**src/rtl/pemb_pkg.sv**
```systemverilog
/*
  Package for the error mask bank: register offsets, reset values,
  field positions and the packed carriers used by the bank.
  Assumes a 16-bit register port with one-cycle read latency.
*/
// Notes on behaviour
// - Second data memory bank masks at bits 11:8
// - First data memory bank masks at bits 7:4
// - Program memory masks at bits 3 and 2
// - Converter memory masks bits 1:0, reset set
// - Parity mask at f422, reset 0003, 15:12 reserved
// - Converters 0-3 bank a, 4-7 bank b
// - Each data memory bank separately maskable
// - Report only unmasked parity errors
// - Software error mask at f423 bit 0
// - Watchdog error mask at f424 bit 0
// - Stack error mask at f425 bit 0
// - Loop overrun mask at f426 bit 0
// - Sticky master flag on unmasked error
// - Clear acts on rising edge of bit
// - Code register latches first error only
package pemb_pkg;
  localparam logic [15:0] ADDR_CLEAR = 16'hf421;
  localparam logic [15:0] ADDR_PARITY = 16'hf422;
  localparam logic [15:0] ADDR_SOFT = 16'hf423;
  localparam logic [15:0] ADDR_WDOG = 16'hf424;
  localparam logic [15:0] ADDR_STACK = 16'hf425;
  localparam logic [15:0] ADDR_LOOP = 16'hf426;
  localparam logic [15:0] ADDR_FLAG = 16'hf427;
  localparam logic [15:0] ADDR_CODE = 16'hf428;
  localparam logic [15:0] ADDR_IRQ_STAT = 16'hf429;
  localparam logic [15:0] ADDR_IRQ_MASK = 16'hf42a;
  localparam logic [11:0] PARITY_RST = 12'h003;
  localparam logic [11:0] PARITY_WMASK = 12'hfff;
  localparam int CODE_SOFT = 15;
  localparam int CODE_LOOP = 14;
  localparam int CODE_STACK = 13;
  localparam int CODE_WDOG = 12;
  localparam int IRQ_FLAG = 0;
  localparam int IRQ_OVERLAP = 1;

  // Parity sources in code-register order
  typedef struct packed {
    logic [3:0] data_mem_b_bank;
    logic [3:0] data_mem_a_bank;
    logic prog_mem_b;
    logic prog_mem_a;
    logic converter_mem_b;
    logic converter_mem_a;
  } pemb_parity_t;

  typedef struct packed {
    logic software;
    logic loop_over;
    logic stack_over;
    logic watchdog;
    pemb_parity_t parity;
  } pemb_err_t;
endpackage

```
**src/rtl/pemb_bank.sv**
```systemverilog
/*
  Error mask bank with master flag, first-error code and interrupt.
  Assumes error inputs are one-cycle or level pulses synchronous to sys_clk
  and a register master that never issues read and write together.
*/
// The address-and-strobe port is this design's own decision.
`timescale 1ns/10ps
module pemb_bank (
  input wire logic sys_clk,
  input wire logic reset,
  input wire logic [15:0] reg_addr,
  input wire logic [15:0] reg_wdata,
  input wire logic reg_wr,
  input wire logic reg_rd,
  output logic [15:0] reg_rdata,
  input wire pemb_pkg::pemb_err_t err_in,
  output logic error_flag,
  output logic irq
);
  logic [11:0] parity_mask_r;
  logic soft_mask_r, wdog_mask_r, stack_mask_r, loop_mask_r;
  logic clear_bit_r;
  logic flag_r;
  logic [15:0] code_r;
  logic [1:0] irq_stat_r, irq_mask_r;
  logic [15:0] reg_rdata_r;
  logic [15:0] rdata_nxt;

  function automatic logic hit(input logic [15:0] a, input logic [15:0] b);
    return a == b;
  endfunction

  wire wr_parity = reg_wr && hit(reg_addr, pemb_pkg::ADDR_PARITY);
  wire wr_soft = reg_wr && hit(reg_addr, pemb_pkg::ADDR_SOFT);
  wire wr_wdog = reg_wr && hit(reg_addr, pemb_pkg::ADDR_WDOG);
  wire wr_stack = reg_wr && hit(reg_addr, pemb_pkg::ADDR_STACK);
  wire wr_loop = reg_wr && hit(reg_addr, pemb_pkg::ADDR_LOOP);
  wire wr_clear = reg_wr && hit(reg_addr, pemb_pkg::ADDR_CLEAR);
  wire wr_istat = reg_wr && hit(reg_addr, pemb_pkg::ADDR_IRQ_STAT);
  wire wr_imask = reg_wr && hit(reg_addr, pemb_pkg::ADDR_IRQ_MASK);

  // Bit order of the parity mask follows the struct: bank masks per memory
  wire [11:0] parity_err = err_in.parity;
  wire [11:0] parity_unmasked = parity_err & ~parity_mask_r;
  wire soft_ok = err_in.software & ~soft_mask_r;
  wire wdog_ok = err_in.watchdog & ~wdog_mask_r;
  wire stack_ok = err_in.stack_over & ~stack_mask_r;
  wire loop_ok = err_in.loop_over & ~loop_mask_r;
  wire [15:0] code_evt = {soft_ok, loop_ok, stack_ok, wdog_ok, parity_unmasked};
  wire any_err = |code_evt;
  // Clear acts only when the bit goes from 0 to 1
  wire clear_rise = wr_clear && reg_wdata[0] && !clear_bit_r;
  // A new error in the clear cycle is kept: set beats clear
  wire flag_nxt = any_err | (flag_r & ~clear_rise);
  wire code_take = any_err && (!flag_r || clear_rise);
  wire overlap_evt = any_err && flag_r && !clear_rise;
  wire [1:0] irq_evt = {overlap_evt, any_err && !flag_r};

  always_ff @(posedge sys_clk) begin
    if (reset) begin
      parity_mask_r <= pemb_pkg::PARITY_RST;
      soft_mask_r <= 1'b0;
      wdog_mask_r <= 1'b0;
      stack_mask_r <= 1'b0;
      loop_mask_r <= 1'b0;
    end else begin
      if (wr_parity) parity_mask_r <= reg_wdata[11:0] & pemb_pkg::PARITY_WMASK;
      if (wr_soft) soft_mask_r <= reg_wdata[0];
      if (wr_wdog) wdog_mask_r <= reg_wdata[0];
      if (wr_stack) stack_mask_r <= reg_wdata[0];
      if (wr_loop) loop_mask_r <= reg_wdata[0];
    end
  end

  always_ff @(posedge sys_clk) begin
    if (reset) begin
      clear_bit_r <= 1'b0;
      flag_r <= 1'b0;
      code_r <= 16'h0000;
    end else begin
      if (wr_clear) clear_bit_r <= reg_wdata[0];
      flag_r <= flag_nxt;
      if (code_take) code_r <= code_evt;
      else if (clear_rise) code_r <= 16'h0000;
    end
  end

  always_ff @(posedge sys_clk) begin
    if (reset) begin
      irq_stat_r <= 2'h0;
      irq_mask_r <= 2'h0;
    end else begin
      // Write-one-to-clear; a same-cycle event wins
      irq_stat_r <= (irq_stat_r & ~(wr_istat ? reg_wdata[1:0] : 2'h0)) | irq_evt;
      if (wr_imask) irq_mask_r <= reg_wdata[1:0];
    end
  end

  always_comb begin
    rdata_nxt = 16'h0000;
    unique case (reg_addr)
      pemb_pkg::ADDR_CLEAR: rdata_nxt = {15'h0000, clear_bit_r};
      pemb_pkg::ADDR_PARITY: rdata_nxt = {4'h0, parity_mask_r};
      pemb_pkg::ADDR_SOFT: rdata_nxt = {15'h0000, soft_mask_r};
      pemb_pkg::ADDR_WDOG: rdata_nxt = {15'h0000, wdog_mask_r};
      pemb_pkg::ADDR_STACK: rdata_nxt = {15'h0000, stack_mask_r};
      pemb_pkg::ADDR_LOOP: rdata_nxt = {15'h0000, loop_mask_r};
      pemb_pkg::ADDR_FLAG: rdata_nxt = {15'h0000, flag_r};
      pemb_pkg::ADDR_CODE: rdata_nxt = code_r;
      pemb_pkg::ADDR_IRQ_STAT: rdata_nxt = {14'h0000, irq_stat_r};
      pemb_pkg::ADDR_IRQ_MASK: rdata_nxt = {14'h0000, irq_mask_r};
      default: rdata_nxt = 16'h0000;
    endcase
  end

  // Unmapped reads return zero; data held only one cycle after the strobe
  always_ff @(posedge sys_clk) begin
    if (reset) reg_rdata_r <= 16'h0000;
    else reg_rdata_r <= reg_rd ? rdata_nxt : 16'h0000;
  end

  assign reg_rdata = reg_rdata_r;
  assign error_flag = flag_r;
  assign irq = |(irq_stat_r & irq_mask_r);

  masked_silent_a: assert property (@(posedge sys_clk) disable iff (reset)
    (!flag_r && !(|code_evt)) |=> !flag_r) else $error("flag set without unmasked error");
  flag_sticky_a: assert property (@(posedge sys_clk) disable iff (reset)
    (flag_r && !clear_rise) |=> flag_r) else $error("flag dropped without clear");
  flag_sets_a: assert property (@(posedge sys_clk) disable iff (reset)
    any_err |=> flag_r) else $error("flag not set by error");
  clear_edge_a: assert property (@(posedge sys_clk) disable iff (reset)
    (wr_clear && clear_bit_r && flag_r && !any_err) |=> flag_r) else $error("clear acted on level");
  first_code_a: assert property (@(posedge sys_clk) disable iff (reset)
    (flag_r && !clear_rise) |=> $stable(code_r)) else $error("code overwritten");
  parity_mask_a: assert property (@(posedge sys_clk) disable iff (reset)
    (!flag_r && (parity_err != 12'h000) && ((parity_err & ~parity_mask_r) == 12'h000) && !soft_ok
     && !wdog_ok && !stack_ok && !loop_ok) |=> !flag_r) else $error("masked parity reported");
  parity_reset_a: assert property (@(posedge sys_clk)
    reset |=> (parity_mask_r == 12'h003)) else $error("parity mask reset wrong");
  soft_code_a: assert property (@(posedge sys_clk) disable iff (reset)
    (!flag_r && soft_ok) |=> code_r[15]) else $error("software error not logged");

  // Per-source reporting: an unmasked error with the flag clear lands in its code bit

  data_b3_report_a: assert property (@(posedge sys_clk) disable iff (reset)
    (!flag_r && !parity_mask_r[11] && parity_err[11]) |=> (flag_r && code_r[11]))
    else $error("data memory b bank 3 not reported");

  data_b2_report_a: assert property (@(posedge sys_clk) disable iff (reset)
    (!flag_r && !parity_mask_r[10] && parity_err[10]) |=> (flag_r && code_r[10]))
    else $error("data memory b bank 2 not reported");

  data_b1_report_a: assert property (@(posedge sys_clk) disable iff (reset)
    (!flag_r && !parity_mask_r[9] && parity_err[9]) |=> (flag_r && code_r[9]))
    else $error("data memory b bank 1 not reported");

  data_b0_report_a: assert property (@(posedge sys_clk) disable iff (reset)
    (!flag_r && !parity_mask_r[8] && parity_err[8]) |=> (flag_r && code_r[8]))
    else $error("data memory b bank 0 not reported");

  data_a3_report_a: assert property (@(posedge sys_clk) disable iff (reset)
    (!flag_r && !parity_mask_r[7] && parity_err[7]) |=> (flag_r && code_r[7]))
    else $error("data memory a bank 3 not reported");

  data_a2_report_a: assert property (@(posedge sys_clk) disable iff (reset)
    (!flag_r && !parity_mask_r[6] && parity_err[6]) |=> (flag_r && code_r[6]))
    else $error("data memory a bank 2 not reported");

  data_a1_report_a: assert property (@(posedge sys_clk) disable iff (reset)
    (!flag_r && !parity_mask_r[5] && parity_err[5]) |=> (flag_r && code_r[5]))
    else $error("data memory a bank 1 not reported");

  data_a0_report_a: assert property (@(posedge sys_clk) disable iff (reset)
    (!flag_r && !parity_mask_r[4] && parity_err[4]) |=> (flag_r && code_r[4]))
    else $error("data memory a bank 0 not reported");

  prog_b_report_a: assert property (@(posedge sys_clk) disable iff (reset)
    (!flag_r && !parity_mask_r[3] && parity_err[3]) |=> (flag_r && code_r[3]))
    else $error("program memory b not reported");

  prog_a_report_a: assert property (@(posedge sys_clk) disable iff (reset)
    (!flag_r && !parity_mask_r[2] && parity_err[2]) |=> (flag_r && code_r[2]))
    else $error("program memory a not reported");

  conv_b_report_a: assert property (@(posedge sys_clk) disable iff (reset)
    (!flag_r && !parity_mask_r[1] && parity_err[1]) |=> (flag_r && code_r[1]))
    else $error("converter memory b not reported");

  conv_a_report_a: assert property (@(posedge sys_clk) disable iff (reset)
    (!flag_r && !parity_mask_r[0] && parity_err[0]) |=> (flag_r && code_r[0]))
    else $error("converter memory a not reported");

  // Masked sources: code bit stays clear because masked bits are dropped from code_evt

  data_b3_masked_a: assert property (@(posedge sys_clk) disable iff (reset)
    (!flag_r && parity_mask_r[11] && parity_err[11]) |=> !code_r[11])
    else $error("masked data memory b bank 3 logged");

  data_b2_masked_a: assert property (@(posedge sys_clk) disable iff (reset)
    (!flag_r && parity_mask_r[10] && parity_err[10]) |=> !code_r[10])
    else $error("masked data memory b bank 2 logged");

  data_b1_masked_a: assert property (@(posedge sys_clk) disable iff (reset)
    (!flag_r && parity_mask_r[9] && parity_err[9]) |=> !code_r[9])
    else $error("masked data memory b bank 1 logged");

  data_b0_masked_a: assert property (@(posedge sys_clk) disable iff (reset)
    (!flag_r && parity_mask_r[8] && parity_err[8]) |=> !code_r[8])
    else $error("masked data memory b bank 0 logged");

  data_a3_masked_a: assert property (@(posedge sys_clk) disable iff (reset)
    (!flag_r && parity_mask_r[7] && parity_err[7]) |=> !code_r[7])
    else $error("masked data memory a bank 3 logged");

  data_a2_masked_a: assert property (@(posedge sys_clk) disable iff (reset)
    (!flag_r && parity_mask_r[6] && parity_err[6]) |=> !code_r[6])
    else $error("masked data memory a bank 2 logged");

  data_a1_masked_a: assert property (@(posedge sys_clk) disable iff (reset)
    (!flag_r && parity_mask_r[5] && parity_err[5]) |=> !code_r[5])
    else $error("masked data memory a bank 1 logged");

  data_a0_masked_a: assert property (@(posedge sys_clk) disable iff (reset)
    (!flag_r && parity_mask_r[4] && parity_err[4]) |=> !code_r[4])
    else $error("masked data memory a bank 0 logged");

  prog_b_masked_a: assert property (@(posedge sys_clk) disable iff (reset)
    (!flag_r && parity_mask_r[3] && parity_err[3]) |=> !code_r[3])
    else $error("masked program memory b logged");

  prog_a_masked_a: assert property (@(posedge sys_clk) disable iff (reset)
    (!flag_r && parity_mask_r[2] && parity_err[2]) |=> !code_r[2])
    else $error("masked program memory a logged");

  conv_b_masked_a: assert property (@(posedge sys_clk) disable iff (reset)
    (!flag_r && parity_mask_r[1] && parity_err[1]) |=> !code_r[1])
    else $error("masked converter memory b logged");

  conv_a_masked_a: assert property (@(posedge sys_clk) disable iff (reset)
    (!flag_r && parity_mask_r[0] && parity_err[0]) |=> !code_r[0])
    else $error("masked converter memory a logged");

  // Single-bit sources

  soft_masked_a: assert property (@(posedge sys_clk) disable iff (reset)
    (!flag_r && soft_mask_r && err_in.software) |=> !code_r[pemb_pkg::CODE_SOFT])
    else $error("masked software error logged");

  wdog_report_a: assert property (@(posedge sys_clk) disable iff (reset)
    (!flag_r && wdog_ok) |=> (flag_r && code_r[pemb_pkg::CODE_WDOG]))
    else $error("watchdog error not logged");

  wdog_masked_a: assert property (@(posedge sys_clk) disable iff (reset)
    (!flag_r && wdog_mask_r && err_in.watchdog) |=> !code_r[pemb_pkg::CODE_WDOG])
    else $error("masked watchdog error logged");

  stack_report_a: assert property (@(posedge sys_clk) disable iff (reset)
    (!flag_r && stack_ok) |=> (flag_r && code_r[pemb_pkg::CODE_STACK]))
    else $error("stack error not logged");

  stack_masked_a: assert property (@(posedge sys_clk) disable iff (reset)
    (!flag_r && stack_mask_r && err_in.stack_over) |=> !code_r[pemb_pkg::CODE_STACK])
    else $error("masked stack error logged");

  loop_report_a: assert property (@(posedge sys_clk) disable iff (reset)
    (!flag_r && loop_ok) |=> (flag_r && code_r[pemb_pkg::CODE_LOOP]))
    else $error("loop error not logged");

  loop_masked_a: assert property (@(posedge sys_clk) disable iff (reset)
    (!flag_r && loop_mask_r && err_in.loop_over) |=> !code_r[pemb_pkg::CODE_LOOP])
    else $error("masked loop error logged");

  // Mask writes land at the strobe edge

  parity_write_a: assert property (@(posedge sys_clk) disable iff (reset)
    wr_parity |=> (parity_mask_r == $past(reg_wdata[11:0])))
    else $error("parity mask write lost");

  soft_write_a: assert property (@(posedge sys_clk) disable iff (reset)
    wr_soft |=> (soft_mask_r == $past(reg_wdata[0])))
    else $error("software mask write lost");

  wdog_write_a: assert property (@(posedge sys_clk) disable iff (reset)
    wr_wdog |=> (wdog_mask_r == $past(reg_wdata[0])))
    else $error("watchdog mask write lost");

  stack_write_a: assert property (@(posedge sys_clk) disable iff (reset)
    wr_stack |=> (stack_mask_r == $past(reg_wdata[0])))
    else $error("stack mask write lost");

  loop_write_a: assert property (@(posedge sys_clk) disable iff (reset)
    wr_loop |=> (loop_mask_r == $past(reg_wdata[0])))
    else $error("loop mask write lost");

  // Reset values of the single-bit masks

  soft_reset_a: assert property (@(posedge sys_clk)
    reset |=> !soft_mask_r)
    else $error("software mask reset wrong");

  wdog_reset_a: assert property (@(posedge sys_clk)
    reset |=> !wdog_mask_r)
    else $error("watchdog mask reset wrong");

  stack_reset_a: assert property (@(posedge sys_clk)
    reset |=> !stack_mask_r)
    else $error("stack mask reset wrong");

  loop_reset_a: assert property (@(posedge sys_clk)
    reset |=> !loop_mask_r)
    else $error("loop mask reset wrong");

  // Read port, clear sequencing, first code and irq status

  rsv_read_zero_a: assert property (@(posedge sys_clk) disable iff (reset)
    (reg_rd && (reg_addr == pemb_pkg::ADDR_PARITY)) |=> (reg_rdata[15:12] == 4'h0))
    else $error("reserved parity bits read nonzero");

  parity_read_a: assert property (@(posedge sys_clk) disable iff (reset)
    (reg_rd && (reg_addr == pemb_pkg::ADDR_PARITY)) |=> (reg_rdata[11:0] == $past(parity_mask_r)))
    else $error("parity mask read wrong");

  rdata_idle_a: assert property (@(posedge sys_clk) disable iff (reset)
    !reg_rd |=> (reg_rdata == 16'h0000))
    else $error("read data outside read slot");

  clear_drops_a: assert property (@(posedge sys_clk) disable iff (reset)
    (clear_rise && !any_err) |=> !flag_r)
    else $error("clear rise left flag set");

  clear_code_a: assert property (@(posedge sys_clk) disable iff (reset)
    (clear_rise && !any_err) |=> (code_r == 16'h0000))
    else $error("clear rise left code set");

  idle_code_a: assert property (@(posedge sys_clk) disable iff (reset)
    !flag_r |-> (code_r == 16'h0000))
    else $error("code set while flag clear");

  code_first_a: assert property (@(posedge sys_clk) disable iff (reset)
    (!flag_r && any_err) |=> (code_r == $past(code_evt)))
    else $error("first error code wrong");

  clear_hold_a: assert property (@(posedge sys_clk) disable iff (reset)
    wr_clear |=> (clear_bit_r == $past(reg_wdata[0])))
    else $error("clear bit write lost");

  irq_first_a: assert property (@(posedge sys_clk) disable iff (reset)
    irq_evt[0] |=> irq_stat_r[0])
    else $error("first error status not set");

  irq_w1c_a: assert property (@(posedge sys_clk) disable iff (reset)
    (wr_istat && reg_wdata[0] && !irq_evt[0]) |=> !irq_stat_r[0])
    else $error("status bit not cleared");
endmodule // pemb_bank

```
**config.mk**
```make
export PLATFORM = sky130hd
export DESIGN_NAME = pemb_bank
export DESIGN_NICKNAME = d
export VERILOG_FILES = /design/src/rtl/pemb_pkg.sv /design/src/rtl/pemb_bank.sv
export SDC_FILE = /design/constraint.sdc
export NUM_CORES = 1
export LEC_CHECK = 0
export BUFFER_PORTS_ARGS = -buffer_cell sky130_fd_sc_hd__buf_2
export CORE_MARGIN = 2
export CORE_UTILIZATION = 50
export DETAILED_ROUTE_END_ITERATION = 10
export HOLD_SLACK_MARGIN = 0.02
export PLACE_DENSITY = 0.78
export SYNTH_ARGS = -nofsm -noshare
export SYNTH_HDL_FRONTEND = slang
export SYNTH_SLANG_ARGS = --single-unit
```
**constraint.sdc**
```tcl
create_clock -name sys_clk -period 2.2 [get_ports sys_clk]
set_clock_uncertainty 0.05 [all_clocks]
set_input_delay 0.22 -clock sys_clk [delete_from_list [all_inputs] [get_ports sys_clk]]
set_output_delay 0.22 -clock sys_clk [all_outputs]
set_load 0.005 [all_outputs]
```
# Word level (Yosys, flattened, before mapping)
# Index checks and enable logic that the tools add are counted.
[word_totals] ff_bits=54 latchBits=0 mem_bits_rw=0 romBits=0 in_bits=52 out_inout_bits=18 elab_cells=65 mem_count=0
[op_classes] n_addsub=0 n_mul=0 div_mod_pow=0 n_lt_le_gt_ge=0 n_eq_ne=10 shifts=0 muxes=4 bitwise_logic=18 reduce_logical=22
[op_table] cell="== test 16 bit (second input constant)" count=10
[op_table] cell="case mux 16 bit (10 select lines)" count=1
[op_table] cell="two-way mux 16 bit" count=2
[op_table] cell="OR reduction 16 bit" count=1
[op_table] cell="logical AND 1 bit" count=14
[op_table] cell="bitwise AND 12 bit" count=1
[op_table] cell="NOT 12 bit" count=1
[op_table] cell="NOT 1 bit" count=6
[op_table] cell="bitwise AND 1 bit" count=5
[op_table] cell="bitwise AND 2 bit" count=2
[op_table] cell="OR reduction 2 bit" count=2
[op_table] cell="logical NOT 1 bit" count=3
[op_table] cell="two-way mux 2 bit" count=1
[op_table] cell="NOT 2 bit" count=1
[op_table] cell="OR 2 bit" count=1
[op_table] cell="nonzero test 2 bit" count=1
[op_table] cell="logical OR 1 bit" count=1
[op_table] cell="OR 1 bit" count=1

# Logic depth before layout (Yosys ltp)
[logic_depth] ltp_word=7 mapped_depth=8 mapped_depth_nobuf=5

# Least setup slack after synthesis
# OpenSTA, ideal clock, no wires.
[synth_path] kind="reg-to-reg" startpoint="register parity_mask_r[0]" endpoint="register code_r[5]" setup_time_ns=0.070 arrival_time_ns=1.631 required_time_ns=2.080 slack_ns=0.449 stages_incl_launch_ff=7 path_buffers=1 synth_period_minus_slack_ns=1.751 path_cell_list="dfxtp_1 or2b_2 nand4_1 or4_4 a21oi_2 buf_4 o2bb2ai_1"
[synth_via] elab_chain_cells=5 elab_cells_between_ends=6 classes_between="1 x mux; 2 x bitwise; 3 x reduce/logical"
[synth_lines] item="start, declared" line="pemb_bank.sv:20" text="logic [11:0] parity_mask_r;"
[synth_lines] item="start signal, assigned" line="pemb_bank.sv:61" text="parity_mask_r <= pemb_pkg::PARITY_RST;"
[synth_lines] item="start signal, assigned" line="pemb_bank.sv:67" text="if (wr_parity) parity_mask_r <= reg_wdata[11:0] & pemb_pkg::PARITY_WMASK;"
[synth_lines] item="NOT 12 bit *" line="pemb_bank.sv:44" text="wire [11:0] parity_unmasked = parity_err & ~parity_mask_r;"
[synth_lines] item="bitwise AND 12 bit *" line="pemb_bank.sv:44"
[synth_lines] item="OR reduction 16 bit *" line="pemb_bank.sv:50" text="wire any_err = |code_evt;"
[synth_lines] item="logical AND 1 bit *" line="pemb_bank.sv:55" text="wire code_take = any_err && (!flag_r || clear_rise);"
[synth_lines] item="two-way mux 16 bit or nonzero test 2 bit (tied branches)"
[synth_lines] item="end signal, assigned" line="pemb_bank.sv:83" text="if (code_take) code_r <= code_evt;"
[synth_lines] item="end, declared" line="pemb_bank.sv:24" text="logic [15:0] code_r;"
# Every way passes the cells marked *; elsewhere a longest branch is shown, timed or not.
# A chain may end at the register's enable or synchronous reset.

# Final worst setup path
[layout_path] startpoint="register parity_mask_r[6]" endpoint="register code_r[14]"
# Same word-level chain as after synthesis.

==> results by stage <==
Run status:
- The run finished with clean final reports.

Logic synthesis:
- By area the synthesized netlist is led by sky130_fd_sc_hd__dfxtp_1, sky130_fd_sc_hd__o2bb2ai_1, sky130_fd_sc_hd__a21oi_1.
- The post-synthesis sequential area ratio is 47.1%.
- After Yosys synthesis, and, or, nand and nor cells account for 25.8% of the synthesized area.
- Of all cell types, the one taking the most synthesized area is sky130_fd_sc_hd__dfxtp_1.
- The total of flip-flops plus latches after synthesis is 54.
- Yosys mapped the design onto 42 distinct sky130hd cell types.
- During synthesis, Yosys emitted a total of 0 warnings.
- Counting every net in the synthesized netlist gives 304.
- The flip-flop cell with the highest count after synthesis is sky130_fd_sc_hd__dfxtp_1.
- Summing the areas of all xor and xnor instances in the mapped netlist gives 0% of the synthesized area.
- The adder and majority gate portion of the synthesized area is 0%.
- The commonest cells after synthesis are sky130_fd_sc_hd__dfxtp_1, sky130_fd_sc_hd__a21oi_1, sky130_fd_sc_hd__nand2_1, sky130_fd_sc_hd__nor2_1.
- The synthesized area per cell is 9.12 um2.
- The area share of the leading cell type in the synthesized netlist is 47.1%.
- The count of flip-flops with a built-in enable after synthesis is 0.
- The summed instance area of the synthesized netlist is 0.00230 mm2.
- After synthesis, the share of flip-flops with an asynchronous set or reset is 0%.
- Among all cell types in the netlist, the one instantiated most often is sky130_fd_sc_hd__dfxtp_1.
- The largest family of logic cells by synthesized area is simple AND/OR/NAND/NOR gates.
- In the synthesized netlist, the number of instances is 252.
- In the synthesized netlist, mux cells make up 2.78% of the area.
- The synthesized-area fraction occupied by ao, oa, aoi and oai cells is 20.3%.

STA:
- Counting I/O delays and the setup requirement, the final critical path takes 1.91 ns.
- The final-report hold violation count is 0.
- Setup repair after global routing left no endpoint under its margin.
- The worst max-slew margin expressed relative to the limit is 72.3%.
- The sum of negative setup slack is 0 ns.
- The setup violation total in the final timing report is 0.
- For the pin with the worst max-slew slack, the measured transition is 0.414 ns.
- The post-route fraction of the period consumed by the critical path is 86.6%.
- The maximum achievable frequency is 525 MHz.
- The number of max-slew violations in the final report was 0.

Placed design:
- In this run the tool buffered the top-level ports with 65 buffer cells.
- At the end of routability-driven placement, the weighted congestion stood at 0.855.
- The placed wire-length estimate is 4.03 mm.
- In this run the cell area measured after placement is 0.00272 mm2.
- Counting tap cells, the placed design contains a total of 367 instances.

Worst setup path:
- Of all nets on the critical path, the largest fanout is 16.
- STA classifies the critical path startpoint as a flop.
- The data required time of the critical path is 2.38 ns.
- At the worst endpoint, the arrival time is 2.09 ns.
- The worst setup path is of the reg -> reg kind.
- STA classifies the critical path endpoint as a flop.

Clock tree:
- The clock transition at the registers of the reported paths is 0.10 ns.
- TritonCTS built the clock tree.
- The clock network latency to the later pin of the worst-skew pair is 0.31 ns.
- The level count of the clock H-tree is 2.
- Hold repair after CTS inserted 0 buffers.
- CTS saw 54 sinks.
- The count of cells resized by post-cts repair is 0.
- CTS placed an instance of sky130_fd_sc_hd__clkbuf_8 at the clock tree root.
- The number of post-CTS setup repair buffers is 0.
- The TritonCTS buffer count is 5.
- The number of buffers on the longest clock path is 2.

Job:
- Max-cap violations in this run came to 0.

Drt:
- Using the TritonRoute via totals, the vias-per-cell ratio works out to 5.63.
- The number of design-rule violations left by the first detailed-router iteration is 143.
- The overall via count from detail_route is 2,112.
- The total iterations of the first detailed-routing run is 4.
- The detail-routed net length per standard cell is 14.7 um.
- For this run, design rule violations remaining after detail routing come to 0.
- The final layout contains routed wiring with a total length of 5.52 mm.
- The count of antenna-violating nets left after detailed routing is 0.

Floorplan:
- The die footprint is 0.00515 mm2.
- The effective utilization at floorplan is 52.4%.
- The core area is 0.00438 mm2.
- The number of cell rows is 24.
- The floorplan die width is 71.8 um.
- Pin placement for this block handled 70 I/O pins.
- The floorplan step set the die height to 71.8 um.

Layout:
- The post-layout net count is 374.
- The layout-stage area growth over the synthesis result is 23.4%.
- The post-route netlist has 31.0% of its cells at a drive strength greater than 1.
- The number of fillers in the final layout is 376.
- The number of standard cells in the layout, taps in and fillers out is 375.
- The count of inserted antenna diode cells is 0.
- Once layout is done, the placed cells without fillers occupy 0.00283 mm2.

Min path:
- The tightest min-delay check is of the in -> reg type.

Global route:
- For this run, the total global-route usage over all layers was measured as 21.9%.
- The via count of the first global-routing pass is 1,874.
- Entering global routing, the biggest net connects 21 pins.
- After global routing the overflow that remains totals 0.
- The initial antenna violation count is 0.
- The first-pass GRT wire length is 8.81 mm.

Power:
- For this design the ratio of total power to cell area is 647 mW/mm2.
- After layout, the design draws a total of 1.83 mW.
- The leakage power figure is 1.15 nW.
- The maximum VDD drop is 0.353 mV.
kinds of logic after synthesis:
kind of cell           after synthesis
muxes                                5
and+or+nand+nor                    103
AOI/OAI and AO/OA                   69
buffers and inverters               21
DFF                                 54
final cells by class:
type	instances	area (um2)	area share [%]
Clock buffer	5	68.8	2.43
Clock inverter	3	47.5	1.68
Tap cell	52	65.1	2.30
Timing Repair Buffer	79	430	15.2
Inverter	5	18.8	0.662
Multi-Input combinational cell	177	1120	39.6
Sequential cell	54	1080	38.1
through the flow:
step,hold slack (ns),utilization [%],setup WS [ns]
after CTS,0.0987,64.6,0.326
final,0.102,64.6,0.294
after floorplan,0.310,-,0.449
after global routing,0.0996,64.6,0.167
after detailed placement,0.393,62.0,0.303
after global placement,0.390,62.0,0.359
critical path, stage by stage (launching register included):
cell	delay, ns
sky130_fd_sc_hd__dfxtp_1	0.41
sky130_fd_sc_hd__nand2b_1	0.16
sky130_fd_sc_hd__nand4_1	0.09
sky130_fd_sc_hd__or4_4	0.59
sky130_fd_sc_hd__a21oi_2	0.16
sky130_fd_sc_hd__buf_4	0.23
sky130_fd_sc_hd__o2bb2ai_1	0.14
per-layer routing:
layer  GRT usage, %  vias to the layer above  routed length [um]
li1               -                     1051                   -
met1           32.0                      980                2560
met2           32.4                       75                2510
met3           5.06                        6                 394
met4           6.29                        0                  50
met5              0                        -                   0
cells in the final DEF, fill, tap and decap left out, drive strengths merged, types with 4 or more instances in the layout:
cell,synthesis,final
inv,5,6
nand2b,15,15
clkbuf,8,5
o21ai,11,11
nand3,14,14
o2bb2ai,16,16
nor2,21,21
nand2,22,22
nand4,10,10
buf,8,79
a22oi,10,10
nor4b,4,4
a21oi,24,24
dfxtp,54,54
and2,4,4
final timing paths:
kind         depth (start not counted)  slack [ns]                            end                           from
max                                  6        0.29        code_r[14]$_SDFFE_PP0P_  parity_mask_r[6]$_SDFFE_PP0P_
min                                  3        0.10  parity_mask_r[5]$_SDFFE_PP0P_                   reg_wdata[5]
min reg2reg                          1        0.42        code_r[12]$_SDFFE_PP0P_        code_r[12]$_SDFFE_PP0P_
max reg2reg                          6        0.29        code_r[14]$_SDFFE_PP0P_  parity_mask_r[6]$_SDFFE_PP0P_
power by group:
group          switching [mW]  internal [mW]  total, mW
logic                  0.0792         0.0660      0.145
registers              0.0115          0.996       1.01
clock network           0.336          0.345      0.681
sequential cells by signal, indices dropped and copies added, names as in the netlist:
signal,cells
irq_stat_r,2
stack_mask_r,1
error_flag,1
loop_mask_r,1
parity_mask_r,12
soft_mask_r,1
clear_bit_r,1
wdog_mask_r,1
reg_rdata,16
irq_mask_r,2
code_r,16
Power figures use the tool's default switching activity.
